## src/rtl/iowdt_defines.svh

```systemverilog
/*
 constants for the io port watchdog: port address, interval limits, tick timing.
 assumes a 200 MHz mclk_i and an isa style i/o space of 16 address bits.
*/
`ifndef IOWDT_DEFINES_SVH
`define IOWDT_DEFINES_SVH

// register map
`define IOWDT_INTERVAL_ADDR 16'h0443
`define IOWDT_INTERVAL_RESET 8'h00
// interval field and limits
`define IOWDT_INTERVAL_MSB 5
`define IOWDT_INTERVAL_MIN 6'h01
`define IOWDT_INTERVAL_MAX 6'h3f
// host command register space
`define IOWDT_CMD_CTRL 4'h0
`define IOWDT_CMD_STATUS 4'h4
`define IOWDT_CMD_MASK 4'h8
// ctrl bits
`define IOWDT_CTRL_IRQ_MODE 0
// status bits
`define IOWDT_ST_EXPIRED 0
`define IOWDT_ST_READ_DONE 1
// one second tick: period in ns and clock period in ns
`define IOWDT_TICK_NS 1000000000
`define IOWDT_CLK_NS 5
`define IOWDT_TICK_CYCLES (`IOWDT_TICK_NS / `IOWDT_CLK_NS)

`endif

```

## src/rtl/iowdt_pkg.sv

```systemverilog
/*
 types shared by both ends of the io port watchdog.
 assumes iowdt_defines.svh is available for the numeric constants.
*/
package iowdt_pkg;
   // expiry action chosen by the board
   typedef enum logic {
      IOWDT_ACT_RESET = 1'b0,
      IOWDT_ACT_IRQ = 1'b1
   } iowdt_action_t;

   // host access sequencer states
   typedef enum logic [1:0] {
      IOWDT_H_IDLE = 2'b00,
      IOWDT_H_WAIT = 2'b01
   } iowdt_hstate_t;
endpackage : iowdt_pkg

```

## src/rtl/iowdt_if.sv

```systemverilog
/*
 isa style i/o cycle carrier between host and watchdog.
 assumes one clock mclk_i shared by both ends; data lines split per direction.
*/
interface iowdt_if;
   logic [15:0] io_addr;
   logic [7:0] io_wdata;
   logic io_wr;
   logic io_rd;
   logic [7:0] io_rdata;
   logic cpu_reset;
   logic irq;

   modport dev (input io_addr, io_wdata, io_wr, io_rd, output io_rdata, cpu_reset, irq);
   modport host (output io_addr, io_wdata, io_wr, io_rd, input io_rdata, cpu_reset, irq);
endinterface : iowdt_if

```

## src/rtl/iowdt_device.sv

```systemverilog
/*
 watchdog end: one i/o port, one second time base, countdown and expiry action.
 the port takes a byte; its low six bits are the interval in seconds.
 a nonzero write loads and starts, a later write reloads, a zero write or a read parks the timer.
 on the last tick the strap picks a cpu reset pulse or an interrupt level.
 the read back byte is the seconds left, upper bits zero.
 the interval is exact to the clock: a load restarts the second.
 the port has no other fields and no other address.
 limitations: the upper two bits of a written byte are ignored.
 limitations: the countdown is one shot; after expiry a new write re-arms it.
 assumes single-cycle strobes from the host and a synchronous action_sel_i strap.
 assumes action_sel_i is steady while the timer runs.
 assumes io_wr and io_rd are never high together.
 assumes the host holds the address beside each strobe for its one cycle.
 assumes mclk_i at 200 MHz, so TICK_CYCLES clocks make one second.
 assumes the board stretches the reset pulse if the cpu needs a longer one.
*/
// The plain strobed port was chosen for this implementation.
`include "iowdt_defines.svh"
module iowdt_device
   import iowdt_pkg::*;
#(
   parameter int unsigned TICK_CYCLES = `IOWDT_TICK_CYCLES
) (
   // clock and reset
   input wire logic mclk_i,
   input wire logic rstn_i,
   // board strap: expiry action
   input wire logic action_sel_i,
   // host side
   iowdt_if.dev bus
);
   // port decode
   logic wr_hit;
   logic rd_hit;
   logic access;

   // one second time base
   logic [27:0] prescale;
   logic [27:0] next_prescale;
   logic tick;

   // countdown state
   logic enabled;
   logic next_enabled;
   logic [5:0] count;
   logic [5:0] next_count;
   logic expire;

   // expiry outputs
   logic cpu_reset;
   logic next_cpu_reset;
   logic irq;
   logic next_irq;
   iowdt_action_t action;

   // read back
   logic [7:0] rdata;
   logic [7:0] next_rdata;

   // port decode: only the watchdog port is seen, other i/o cycles pass by
   // the full 16 bit address is compared so aliases of the port stay quiet
   assign wr_hit = bus.io_wr && (bus.io_addr == `IOWDT_INTERVAL_ADDR);
   assign rd_hit = bus.io_rd && (bus.io_addr == `IOWDT_INTERVAL_ADDR);
   assign access = wr_hit || rd_hit;

   // strap level taken as the action code
   // a change of strap takes effect on the next expiry
   assign action = iowdt_action_t'(action_sel_i);

   // prescaler next value: counts clocks within the current second
   // a load restarts the second, so the first unit is a full one
   // and a refresh never lands a tick a few cycles after it
   always_comb begin
      next_prescale = prescale + 28'h0000001;
      // restart on a load, wrap at the end of a second
      if (wr_hit) begin
         next_prescale = 28'h0000000;
      end else if (tick) begin
         next_prescale = 28'h0000000;
      end
   end

   // tick: one-cycle enable at the last clock of each second
   // tick and expire are internal enables, never outputs
   assign tick = (prescale == 28'(TICK_CYCLES - 1));

   // prescaler register
   // runs even while parked; harmless since a load restarts it
   always_ff @(posedge mclk_i or negedge rstn_i) begin
      if (!rstn_i) begin
         prescale <= 28'h0000000;
      end else begin
         prescale <= next_prescale;
      end
   end

   // expiry: the tick that ends the last second of the interval
   // a port access in the same cycle wins, so a refresh on the
   // very last clock still saves the system
   assign expire = enabled
      && tick
      && (count == `IOWDT_INTERVAL_MIN)
      && !access;

   // countdown next value
   // count holds the seconds left, including the one running now
   always_comb begin
      next_enabled = enabled;
      next_count = count;
      if (wr_hit) begin
         // a rewrite reloads the count from the new value
         next_count = bus.io_wdata[`IOWDT_INTERVAL_MSB:0];
         // zero lies outside the interval range and parks the timer
         next_enabled = (bus.io_wdata[`IOWDT_INTERVAL_MSB:0] != 6'h00);
      end else if (rd_hit) begin
         // a read disarms but keeps the count for read back
         next_enabled = 1'b0;
      end else if (expire) begin
         // one shot: parked until software writes again
         next_enabled = 1'b0;
         next_count = 6'h00;
      end else if (enabled && tick) begin
         // one second gone
         next_count = count - 6'h01;
      end
   end

   // countdown register, parked after reset
   // count starts at zero so a read before any write returns zero
   always_ff @(posedge mclk_i or negedge rstn_i) begin
      if (!rstn_i) begin
         enabled <= 1'b0;
         count <= 6'h00;
      end else begin
         enabled <= next_enabled;
         count <= next_count;
      end
   end

   // expiry action next value
   // cpu reset is a one-cycle pulse; the board stretches it if it must
   // irq is a level so a slow handler cannot miss it
   // any port access drops the irq, which doubles as its acknowledge
   always_comb begin
      next_cpu_reset = 1'b0;
      next_irq = irq;
      if (access) begin
         next_irq = 1'b0;
      end else if (expire) begin
         // the strap picks the action
         unique case (action)
            IOWDT_ACT_IRQ: begin
               next_irq = 1'b1;
            end
            IOWDT_ACT_RESET: begin
               next_cpu_reset = 1'b1;
            end
         endcase
      end
   end

   // expiry action register
   // both cleared by reset so no false action after power-up
   always_ff @(posedge mclk_i or negedge rstn_i) begin
      if (!rstn_i) begin
         cpu_reset <= 1'b0;
         irq <= 1'b0;
      end else begin
         cpu_reset <= next_cpu_reset;
         irq <= next_irq;
      end
   end

   // read back next value: the seconds left at the moment of the read
   // held until the next read, so the host may take it a cycle late
   always_comb begin
      next_rdata = rdata;
      // only a read of the port samples the count
      if (rd_hit) begin
         next_rdata = {2'b00, count};
      end
   end

   // read back register
   // zero until the first read
   always_ff @(posedge mclk_i or negedge rstn_i) begin
      if (!rstn_i) begin
         rdata <= `IOWDT_INTERVAL_RESET;
      end else begin
         rdata <= next_rdata;
      end
   end

   // outputs straight from flip-flops
   // no logic between these flops and the link
   assign bus.io_rdata = rdata;
   assign bus.cpu_reset = cpu_reset;
   assign bus.irq = irq;
endmodule : iowdt_device

```

## src/flat_wrapper.sv

```systemverilog
// flat-port wrapper written by rule: the top's interface ports become plain ports
module iowdt_device_flat import iowdt_pkg::*;
#(
   parameter int unsigned TICK_CYCLES = `IOWDT_TICK_CYCLES
)
  (mclk_i, rstn_i, action_sel_i, bus_io_addr, bus_io_wdata, bus_io_wr, bus_io_rd, bus_io_rdata, bus_cpu_reset, bus_irq);
  iowdt_if bus_i ();
  input wire logic mclk_i;
  input wire logic rstn_i;
  input wire logic action_sel_i;
  input wire logic [$bits(bus_i.io_addr)-1:0] bus_io_addr;
  input wire logic [$bits(bus_i.io_wdata)-1:0] bus_io_wdata;
  input wire logic [$bits(bus_i.io_wr)-1:0] bus_io_wr;
  input wire logic [$bits(bus_i.io_rd)-1:0] bus_io_rd;
  output wire logic [$bits(bus_i.io_rdata)-1:0] bus_io_rdata;
  output wire logic [$bits(bus_i.cpu_reset)-1:0] bus_cpu_reset;
  output wire logic [$bits(bus_i.irq)-1:0] bus_irq;
  assign bus_i.io_addr = bus_io_addr;
  assign bus_i.io_wdata = bus_io_wdata;
  assign bus_i.io_wr = bus_io_wr;
  assign bus_i.io_rd = bus_io_rd;
  assign bus_io_rdata = bus_i.io_rdata;
  assign bus_cpu_reset = bus_i.cpu_reset;
  assign bus_irq = bus_i.irq;
  iowdt_device #(.TICK_CYCLES(TICK_CYCLES)) u_core (.mclk_i(mclk_i), .rstn_i(rstn_i), .action_sel_i(action_sel_i), .bus(bus_i));
endmodule
```

## config.mk

```make
export PLATFORM = sky130hd
export DESIGN_NAME = iowdt_device_flat
export DESIGN_NICKNAME = d
export VERILOG_FILES = /design/src/rtl/iowdt_pkg.sv /design/src/rtl/iowdt_if.sv /design/src/rtl/iowdt_device.sv /design/src/flat_wrapper.sv
export VERILOG_INCLUDE_DIRS = /design/src /design/src/rtl
export SDC_FILE = /design/constraint.sdc
export NUM_CORES = 1
export LEC_CHECK = 0
export BUFFER_PORTS_ARGS = -buffer_cell sky130_fd_sc_hd__buf_4
export CAP_MARGIN = 5
export CELL_PAD_IN_SITES_DETAIL_PLACEMENT = 1
export CELL_PAD_IN_SITES_GLOBAL_PLACEMENT = 1
export CORE_AREA = 4 4 79 81
export DETAILED_ROUTE_END_ITERATION = 7
export DIE_AREA = 0 0 83 85
export PLACE_DENSITY = 0.77
export SLEW_MARGIN = 10
export SYNTH_ARGS = -nofsm -noshare
export SYNTH_HDL_FRONTEND = slang
export SYNTH_SLANG_ARGS = --single-unit
```

## constraint.sdc

```tcl
create_clock -name mclk_i -period 2.57 [get_ports mclk_i]
set_input_delay 0.514 -clock mclk_i [delete_from_list [all_inputs] [get_ports mclk_i]]
set_output_delay 0.514 -clock mclk_i [all_outputs]
set_load 0.01 [all_outputs]
```

==> results of run 1 <==
-- worst max path at each step --
stage / start / cells after the start / slack, ns / to
floorplan: bus_io_addr[6] / 5 / 0.52 / u_core.count[3]
global placement: u_core.prescale[11] / 4 / 0.35 / u_core.prescale[24]
detailed placement: u_core.prescale[11] / 4 / 0.29 / u_core.prescale[11]
CTS: u_core.prescale[11] / 4 / 0.27 / u_core.prescale[7]
global route: u_core.prescale[0] / 5 / 0.10 / u_core.prescale[6]
finish: u_core.prescale[11] / 4 / 0.31 / u_core.prescale[7]
-- metrics by stage --
| step | setup slack [ns] | area, µm² | power (mW) | hold WS (ns) |
|---|---|---|---|---|
| 2_1_floorplan | 0.5166 | 2250 | 0.7645 | 0.2184 |
| 3_3_place_gp | 0.3510 | 2603 | 0.8157 | 0.4654 |
| 3_5_place_dp | 0.2939 | 2603 | 0.8199 | 0.4753 |
| 4_1_cts | 0.2688 | 2705 | 1.342 | 0.2272 |
| 5_1_grt | 0.1039 | 2705 | 1.394 | 0.2388 |
| 6_report | 0.3078 | 2705 | 1.317 | 0.1972 |
-- cell usage after synthesis, drive strengths merged --
cell / instances / area, µm²
nand4: 12 / 81.33
nor2: 37 / 138.9
or3: 3 / 18.77
dfrtp: 43 / 1076
and2: 3 / 18.77
mux2i: 1 / 10.01
o211ai: 2 / 15.01
nor3b: 1 / 7.510
nor4b: 4 / 41.29
conb: 1 / 3.750
a2111o: 1 / 11.26
and3: 4 / 25.02
inv: 7 / 26.28
a41oi: 1 / 8.760
nand4b: 2 / 17.52
clkbuf: 5 / 18.77
nor4: 5 / 46.29
o21ai: 7 / 35.03
a31oi: 3 / 18.77
nand2: 22 / 82.58
buf: 3 / 20.01
a31o: 1 / 8.760
nor4bb: 2 / 20.02
xor2: 20 / 175.2
nand3: 11 / 55.05
ha: 3 / 37.54
xnor2: 6 / 52.55
nand2b: 2 / 12.51
nor3: 5 / 25.02
o31ai: 1 / 12.51
and4: 6 / 52.55
mux2: 3 / 33.78
or4: 2 / 15.01
and3b: 1 / 8.760
a21oi: 3 / 15.01
-- registers in the layout (all words and copies together) (netlist names) --
name and cells:
u_core.prescale 28, u_core.count 6, u_core.bus.cpu_reset 1, u_core.bus.irq 1
u_core.bus.io_rdata 6, u_core.enabled 1
-- per-layer routing --
layer	up-vias	global-route usage, %
met2	22	28.35
met3	5	3.107
met1	911	19.96
met5	-	0
li1	897	-
met4	0	5.646
-- area by class of cell --
cell class	instances	area (µm²)
multi-input combinational	176	1117
inverter	7	26.28
fill	655	2768
sequential	43	1076
timing repair buffer	39	292.8
tap	72	90.09
clock inverter	1	30.03
clock buffer	6	72.57
-- logic make-up (layout without fill, tap and decap cells) --
logic type,count (synthesis),after routing
simple gates,122,122
compound gates,19,19
fa+ha+maj,3,3
other cells,1,2
buf+inv,15,53
xor+xnor,26,26
flops,43,43
mux,4,4
-- power groups by stage --
stage          clock network [mW]  registers, mW  logic [mW]
2_1_floorplan                   0          0.734      0.0301
3_3_place_gp                    0          0.741      0.0752
6_report                    0.512          0.729      0.0760
3_5_place_dp                    0          0.741      0.0791
4_1_cts                     0.535          0.729      0.0787
5_1_grt                     0.569          0.735      0.0895
==> impl_metrics.json, run 1 <==
{
  "crit_required_ns": 2.70,
  "cts_inserted_buffers": 5,
  "cts_setup_buffers": 0,
  "wl_met3_um": 126,
  "setup_viol": 0,
  "maxCapViolCount": 0,
  "crit_type": "reg2reg",
  "leakagePower_nw": 1.250,
  "power_frac_seq_pct": 55.3,
  "insertedDiodeCount": 0,
  "wl_per_cell_um": 15.55,
  "internal-power_mw": 1.026,
  "fmax_mhz": 442.0,
  "final_cell_mix": "dfrtp_1 (43), buf_4 (39), nor2_1 (37)",
  "cts.repair.resized": 0,
  "synth_top_family_by_area": "simple AND/OR/NAND/NOR gates",
  "muxShareOfSynthArea_pct": 1.950,
  "grt_pass1_wl_um": 9301,
  "timing.critical_path.buf_inv": 0,
  "antenna_found_initial": 0,
  "layout_commonest_cell": "dfrtp_1",
  "tritoncts_num_sinks": 43,
  "final_antenna_net_count": 0,
  "worst_pin_slew_ns": 1.130,
  "final_util_pct": 49.43,
  "r2r_end": "u_core.prescale[7]",
  "grt_setup_unrepaired": "no",
  "fp-row-count": 27,
  "skew_ns": 0.003576,
  "synth-xor-area-share_pct": 10.14,
  "cts_hold_buffers": 0,
  "power_switching_mw": 0.2910,
  "r2r.worst_path.cells": 4,
  "fin_cells": 344,
  "io_pins": 39,
  "drtPass1Iterations": 4,
  "cp.arrival_ns": 2.39,
  "yosys.cell_types.count": 39,
  "cts_tree": "yes",
  "nets": 304,
  "grt_max_degree": 44,
  "syn_area_um2": 2246,
  "avgViaCountPerCell": 5.334,
  "synthSimpleGateAreaFrac_pct": 29.69,
  "max_stage_delay_ns": 0.98,
  "synth.yosys.seq_area_share_pct": 47.91,
  "reg2reg_setup_slack_ns": 0.31,
  "status": "finished clean",
  "root_buffer": "clkbuf_8",
  "slew_viol_final": 0,
  "yosys.area_share.adder_pct": 1.671,
  "syn_area_per_cell_um2": 9.639,
  "hp-class": "in2async",
  "placed_cells": 337,
  "crit_chain": "nor4b_2, nand4_2, o31ai_4, nor2_1",
  "crit_family": "compound AO/OA/AOI/OAI gates",
  "critPathMaxFanout": 28,
  "critPathLaunchType": "register",
  "drc_errors": 0,
  "clock_power_share_pct": 38.9,
  "worstReg2RegStart": "u_core.prescale[11]",
  "hpwl_um": 3932,
  "crit_path_end_kind": "register",
  "place_congestion": 0.7809,
  "min_period_ns": 2.262,
  "yosys_warnings": 0,
  "combPwrFrac_pct": 5.8,
  "grt_pass1_vias": 1972,
  "clk_pin_slew_ns": 0.08,
  "synth-seq-cells": 43,
  "syn_to_final_growth_pct": 20.45,
  "vias": 1835,
  "switching_share_pct": 22.10,
  "drt_iter0_drc": 77,
  "dieHeight_um": 85,
  "setup_tns_ns": 0,
  "clock_path_buffers": 2,
  "hold_viol": 0,
  "die-area_um2": 7055,
  "die_x_um": 83,
  "wl_met1_um": 2434,
  "min_period_over_period_pct": 88.02,
  "core_area_um2": 5473,
  "io_buffers": 34,
  "netlist_instances": 233,
  "h-tree-depth": 2,
  "drive_above_1_share_pct": 19.49,
  "power.density_nw_per_um2": 486.9,
  "overflow": 0,
  "max-slew-margin-rel_pct": 24.68,
  "peakVddDrop_uv": 270.9,
  "initial_utilization_pct": 41.04,
  "wirelength_um": 5348,
  "track_usage_pct": 16.20,
  "insertion_delay_ns": 0.29,
  "routed-wl-met2_um": 2709,
  "synth_compound_area_share_pct": 5.571,
  "dr.max_layer_used": "met4",
  "cp_slowest_cell": "o31ai_4"
}
Note: power is estimated with default switching activity, not from simulation.
==> inputs of run 2 (changes only) <==
Settings changed: MAX_ROUTING_LAYER from default to met4.
==> run 2 against run 1 <==
  * Final area stayed put
  * Sequential cell count stayed put
  * Combinational power hardly changed
  * Largest power group unchanged
  * Critical path type unchanged
  * Final cell count stayed put
  * Worst setup slack worse by 0.00056 ns
  * Non-clock buffer count stayed put
  * Register-to-register slack hardly changed
  * Maximum frequency hardly changed
  * Die area stayed put
  * Largest cell class unchanged
  * Total power hardly changed
  * Via count is 0.27% lower
  * Critical endpoint unchanged
  * Core utilization stayed put
==> impl_metrics.json, run 2 (synthesized netlist as in run 1, its figures left out) <==
{
  "status": "finished clean",
  "peakVddDrop_uv": 270.9,
  "placed_cells": 337,
  "hold_viol": 0,
  "hpwl_um": 3932,
  "cp.arrival_ns": 2.39,
  "clk_pin_slew_ns": 0.08,
  "min_period_ns": 2.263,
  "fin_cells": 344,
  "final_util_pct": 49.43,
  "syn_to_final_growth_pct": 20.45,
  "final_antenna_net_count": 0,
  "reg2reg_setup_slack_ns": 0.31,
  "root_buffer": "clkbuf_8",
  "seqCellArea_um2": 1076,
  "cts_tree": "yes",
  "place_congestion": 0.7917,
  "crit_required_ns": 2.70,
  "dieHeight_um": 85,
  "total_power_mw": 1.316,
  "die-area_um2": 7055,
  "power_frac_seq_pct": 55.4,
  "die_x_um": 83,
  "top_register": "u_core.prescale",
  "largest_reg_flops": 28,
  "crit_path_end_kind": "register",
  "io_pins": 39,
  "io_buffers": 34,
  "fmax_mhz": 441.9,
  "drtPass1Iterations": 4,
  "switching_share_pct": 22.05,
  "combPwrFrac_pct": 5.8,
  "power_switching_mw": 0.2903,
  "cts_hold_buffers": 0,
  "hp-class": "in2async",
  "power.density_nw_per_um2": 486.6,
  "final_cell_mix": "dfrtp_1 (43), buf_4 (39), nor2_1 (37)",
  "insertedDiodeCount": 0,
  "core_area_um2": 5473,
  "insertion_delay_ns": 0.29,
  "setup_viol": 0,
  "wirelength_um": 5346,
  "setup_tns_ns": 0,
  "skew_ns": 0.004776,
  "max-slew-margin-rel_pct": 24.78,
  "worst_pin_slew_ns": 1.128,
  "wl_per_cell_um": 15.54,
  "drive_above_1_share_pct": 19.49,
  "antenna_found_initial": 0,
  "nets": 304,
  "avgViaCountPerCell": 5.320,
  "track_usage_pct": 16.71,
  "fp-row-count": 27,
  "initial_utilization_pct": 41.04,
  "place_ws_ns": 0.2939,
  "slew_viol_final": 0,
  "grt_pass1_wl_um": 9308,
  "maxCapViolCount": 0,
  "overflow": 0,
  "nFillCells": 655,
  "internal-power_mw": 1.026,
  "h-tree-depth": 2,
  "grt_setup_unrepaired": "no",
  "min_period_over_period_pct": 88.05,
  "drc_errors": 0,
  "layout_commonest_cell": "dfrtp_1",
  "setup_slack_ns": 0.3072,
  "clock_power_share_pct": 38.9,
  "tritoncts_num_sinks": 43,
  "grt_max_degree": 44,
  "vias": 1830,
  "drt_iter0_drc": 83,
  "critPathLaunchType": "register",
  "critPathMaxFanout": 28,
  "cts_setup_buffers": 0,
  "crit_type": "reg2reg",
  "cts_inserted_buffers": 5,
  "leakagePower_nw": 1.250,
  "cts.repair.resized": 0,
  "clock_path_buffers": 2,
  "r2r.worst_path.cells": 4,
  "grt_pass1_vias": 1971,
  "multi_input_area_um2": 1117
}
## run 2: cell counts in the layout (fill, tap and decap cells not counted)
No cell type changed its count.
## run 2: metal layers
metal | vias to the layer above | routed length (µm) | GRT usage, %
li1 | 895 | - | -
met1 | 902 | 2394 | 20.08
met2 | 28 | 2714 | 28.28
met3 | 5 | 159 | 3.107
met4 | 0 | 77 | 5.646
met5 | - | 0 | -
## run 2: final timing paths
path,from,to
worst max-delay path,u_core.prescale[11],u_core.prescale[7]
worst min-delay path,rstn_i,u_core.bus.irq
worst max register to register,u_core.prescale[11],u_core.prescale[7]
worst min register to register,u_core.bus.io_rdata[5],u_core.bus.io_rdata[5]
max in group asynchronous,rstn_i,u_core.prescale[4]
min in group mclk_i,action_sel_i,u_core.bus.cpu_reset
## run 2: layout make-up
class | instances | area share, %
clock buffers | 6 | 2.683
clock inverters | 1 | 1.110
inverters | 7 | 0.9713
multi-input cells | 176 | 41.30
flip-flops and latches | 43 | 39.78
well taps | 72 | 3.330
repair buffers | 39 | 10.82
## run 2: metrics by stage
stage	hold slack (ns)	cell area (µm²)
2_1_floorplan	0.2184	2250
3_5_place_dp	0.4753	2603
6_report	0.1992	2705
4_1_cts	0.2272	2705
5_1_grt	0.2388	2705
3_3_place_gp	0.4654	2603
## run 2: power by group through the flow
| stage | sequential (mW) | combinational (mW) | clock, mW |
|---|---|---|---|
| 2_1_floorplan | 0.734 | 0.0301 | 0 |
| 3_3_place_gp | 0.741 | 0.0752 | 0 |
| 3_5_place_dp | 0.741 | 0.0791 | 0 |
| 4_1_cts | 0.729 | 0.0787 | 0.535 |
| 5_1_grt | 0.735 | 0.0895 | 0.569 |
| 6_report | 0.729 | 0.0761 | 0.511 |
## run 2: worst max-delay path: stages (launching register included)
cell     delay [ns]
dfrtp_1        0.45
nor4b_2        0.32
nand4_2        0.21
o31ai_4        0.98
nor2_1         0.14
==> inputs of run 3 (changes only) <==
Settings changed: BUFFER_PORTS_ARGS -buffer_cell sky130_fd_sc_hd__buf_4 to default, CORE_AREA 4 4 79 81 to 4 4 74 76, DIE_AREA 0 0 83 85 to 0 0 78 80, DONT_BUFFER_PORTS from default to 1.
==> run 3 against run 2 <==
  * Combinational power decreased by 37%
  * Critical path depth increased by 2
  * Via count decreased by 3.9%
  * Die area down 12%
  * Routed wire length down 5.0%
  * Core utilization rose by 2.7 points
  * Clock skew rose by 0.0019 ns
  * Final area fell by 9.0%
  * Sequential cell count unchanged
  * Total power is 5.0% lower
  * Critical path type unchanged
==> impl_metrics.json, run 3 (synthesized netlist as in run 1, its figures left out) <==
{
  "overflow": 0,
  "hp-class": "in2async",
  "hold_viol": 0,
  "cts_hold_buffers": 1,
  "status": "finished clean",
  "dieHeight_um": 80,
  "final_antenna_net_count": 0,
  "antenna_found_initial": 0,
  "vias": 1759,
  "root_buffer": "clkbuf_8",
  "power_frac_seq_pct": 58.3,
  "place_congestion": 0.8122,
  "hpwl_um": 3674,
  "setup_tns_ns": 0,
  "io_buffers": 0,
  "cp_slowest_cell": "a2111o_1",
  "nets": 270,
  "max-slew-margin-rel_pct": 26.62,
  "fp-row-count": 25,
  "maxCapViolCount": 0,
  "final_cell_mix": "dfrtp_1 (43), nor2_1 (37), nand2_1 (22)",
  "cts_inserted_buffers": 5,
  "grt_pass1_wl_um": 9177,
  "min_period_ns": 2.284,
  "power_switching_mw": 0.2836,
  "drive_above_1_share_pct": 8.368,
  "crit_family": "simple AND/OR/NAND/NOR gates",
  "power.density_nw_per_um2": 507.9,
  "slew_viol_final": 0,
  "critPathLaunchType": "register",
  "cp.arrival_ns": 2.50,
  "fmax_mhz": 437.8,
  "die_x_um": 78,
  "crit_required_ns": 2.78,
  "io_pins": 39,
  "core_area_um2": 4723,
  "setup_viol": 0,
  "largest_reg_flops": 28,
  "drt_iter0_drc": 104,
  "clock_path_buffers": 2,
  "cts_setup_buffers": 0,
  "avgViaCountPerCell": 5.748,
  "timing.critical_path.buf_inv": 0,
  "drc_errors": 0,
  "worst_pin_slew_ns": 1.101,
  "grt_setup_unrepaired": "no",
  "syn_to_final_growth_pct": 9.582,
  "initial_utilization_pct": 47.55,
  "crit_chain": "ha_1, and4_1, nand2_1, a2111o_1, or4_1, a31oi_1",
  "grt_max_degree": 44,
  "crit_type": "reg2reg",
  "drtPass1Iterations": 4,
  "total_power_mw": 1.250,
  "insertion_delay_ns": 0.29,
  "internal-power_mw": 0.9664,
  "top_register": "u_core.prescale",
  "peakVddDrop_uv": 287.1,
  "wirelength_um": 5077,
  "combPwrFrac_pct": 3.8,
  "clk_pin_slew_ns": 0.08,
  "grt_pass1_vias": 1919,
  "switching_share_pct": 22.69,
  "die-area_um2": 6240,
  "leakagePower_nw": 1.091,
  "max_stage_delay_ns": 0.50,
  "nFillCells": 532,
  "h-tree-depth": 2,
  "skew_ns": 0.006720,
  "tritoncts_num_sinks": 43,
  "critPathMaxFanout": 8,
  "clock_power_share_pct": 37.8,
  "insertedDiodeCount": 0,
  "track_usage_pct": 18.78,
  "layout_commonest_cell": "dfrtp_1",
  "cts_tree": "yes",
  "cts.repair.resized": 0,
  "final_util_pct": 52.11,
  "crit_path_end_kind": "register",
  "wl_per_cell_um": 16.59,
  "min_period_over_period_pct": 88.88
}
[run 3: area by class of cell]
type | instances | area, µm² | area share, %
tap | 67 | 83.83 | 3.406
timing repair buffer | 5 | 57.56 | 2.339
clock buffer | 8 | 100.1 | 4.067
multi-input combinational | 176 | 1117 | 45.40
inverter | 7 | 26.28 | 1.068
sequential | 43 | 1076 | 43.72
[run 3: metal layers]
layer	up-vias	wire length, µm	track usage, %
met1	890	2339	23.71
met4	0	62	4.895
met3	6	202	3.612
met2	34	2472	31.16
met5	-	0	-
li1	829	-	-
[run 3: final timing paths]
path                                   endpoint  slack, ns  cells after the start               start
setup / recovery                u_core.count[3]       0.29                      6  u_core.prescale[0]
hold / removal                  u_core.count[0]       0.05                      1              rstn_i
setup reg to reg                u_core.count[3]       0.29                      6  u_core.prescale[0]
hold reg to reg              u_core.prescale[0]       0.53                      1  u_core.prescale[0]
max in group asynchronous    u_core.prescale[5]       2.32                      1              rstn_i
min in group mclk_i        u_core.bus.cpu_reset       0.28                      1        action_sel_i
[run 3: stage by stage]
stage	std cells	cell area, µm²	worst slack, ns	hold WS [ns]
2_1_floorplan	234	2250	0.5166	0.2184
3_3_place_gp	297	2333	0.3246	0.2194
3_5_place_dp	297	2333	0.2553	0.2196
4_1_cts	306	2461	0.2244	0.05668
5_1_grt	306	2461	0.04619	0.05533
6_report	306	2461	0.2857	0.05441
[run 3: power by group through the flow]
stage / registers (mW) / clock network [mW] / logic (mW)
final: 0.729 / 0.473 / 0.0479
after detailed placement: 0.743 / 0 / 0.0311
after floorplan: 0.734 / 0 / 0.0301
after global placement: 0.740 / 0 / 0.0298
after CTS: 0.729 / 0.487 / 0.0501
after global routing: 0.734 / 0.524 / 0.0583
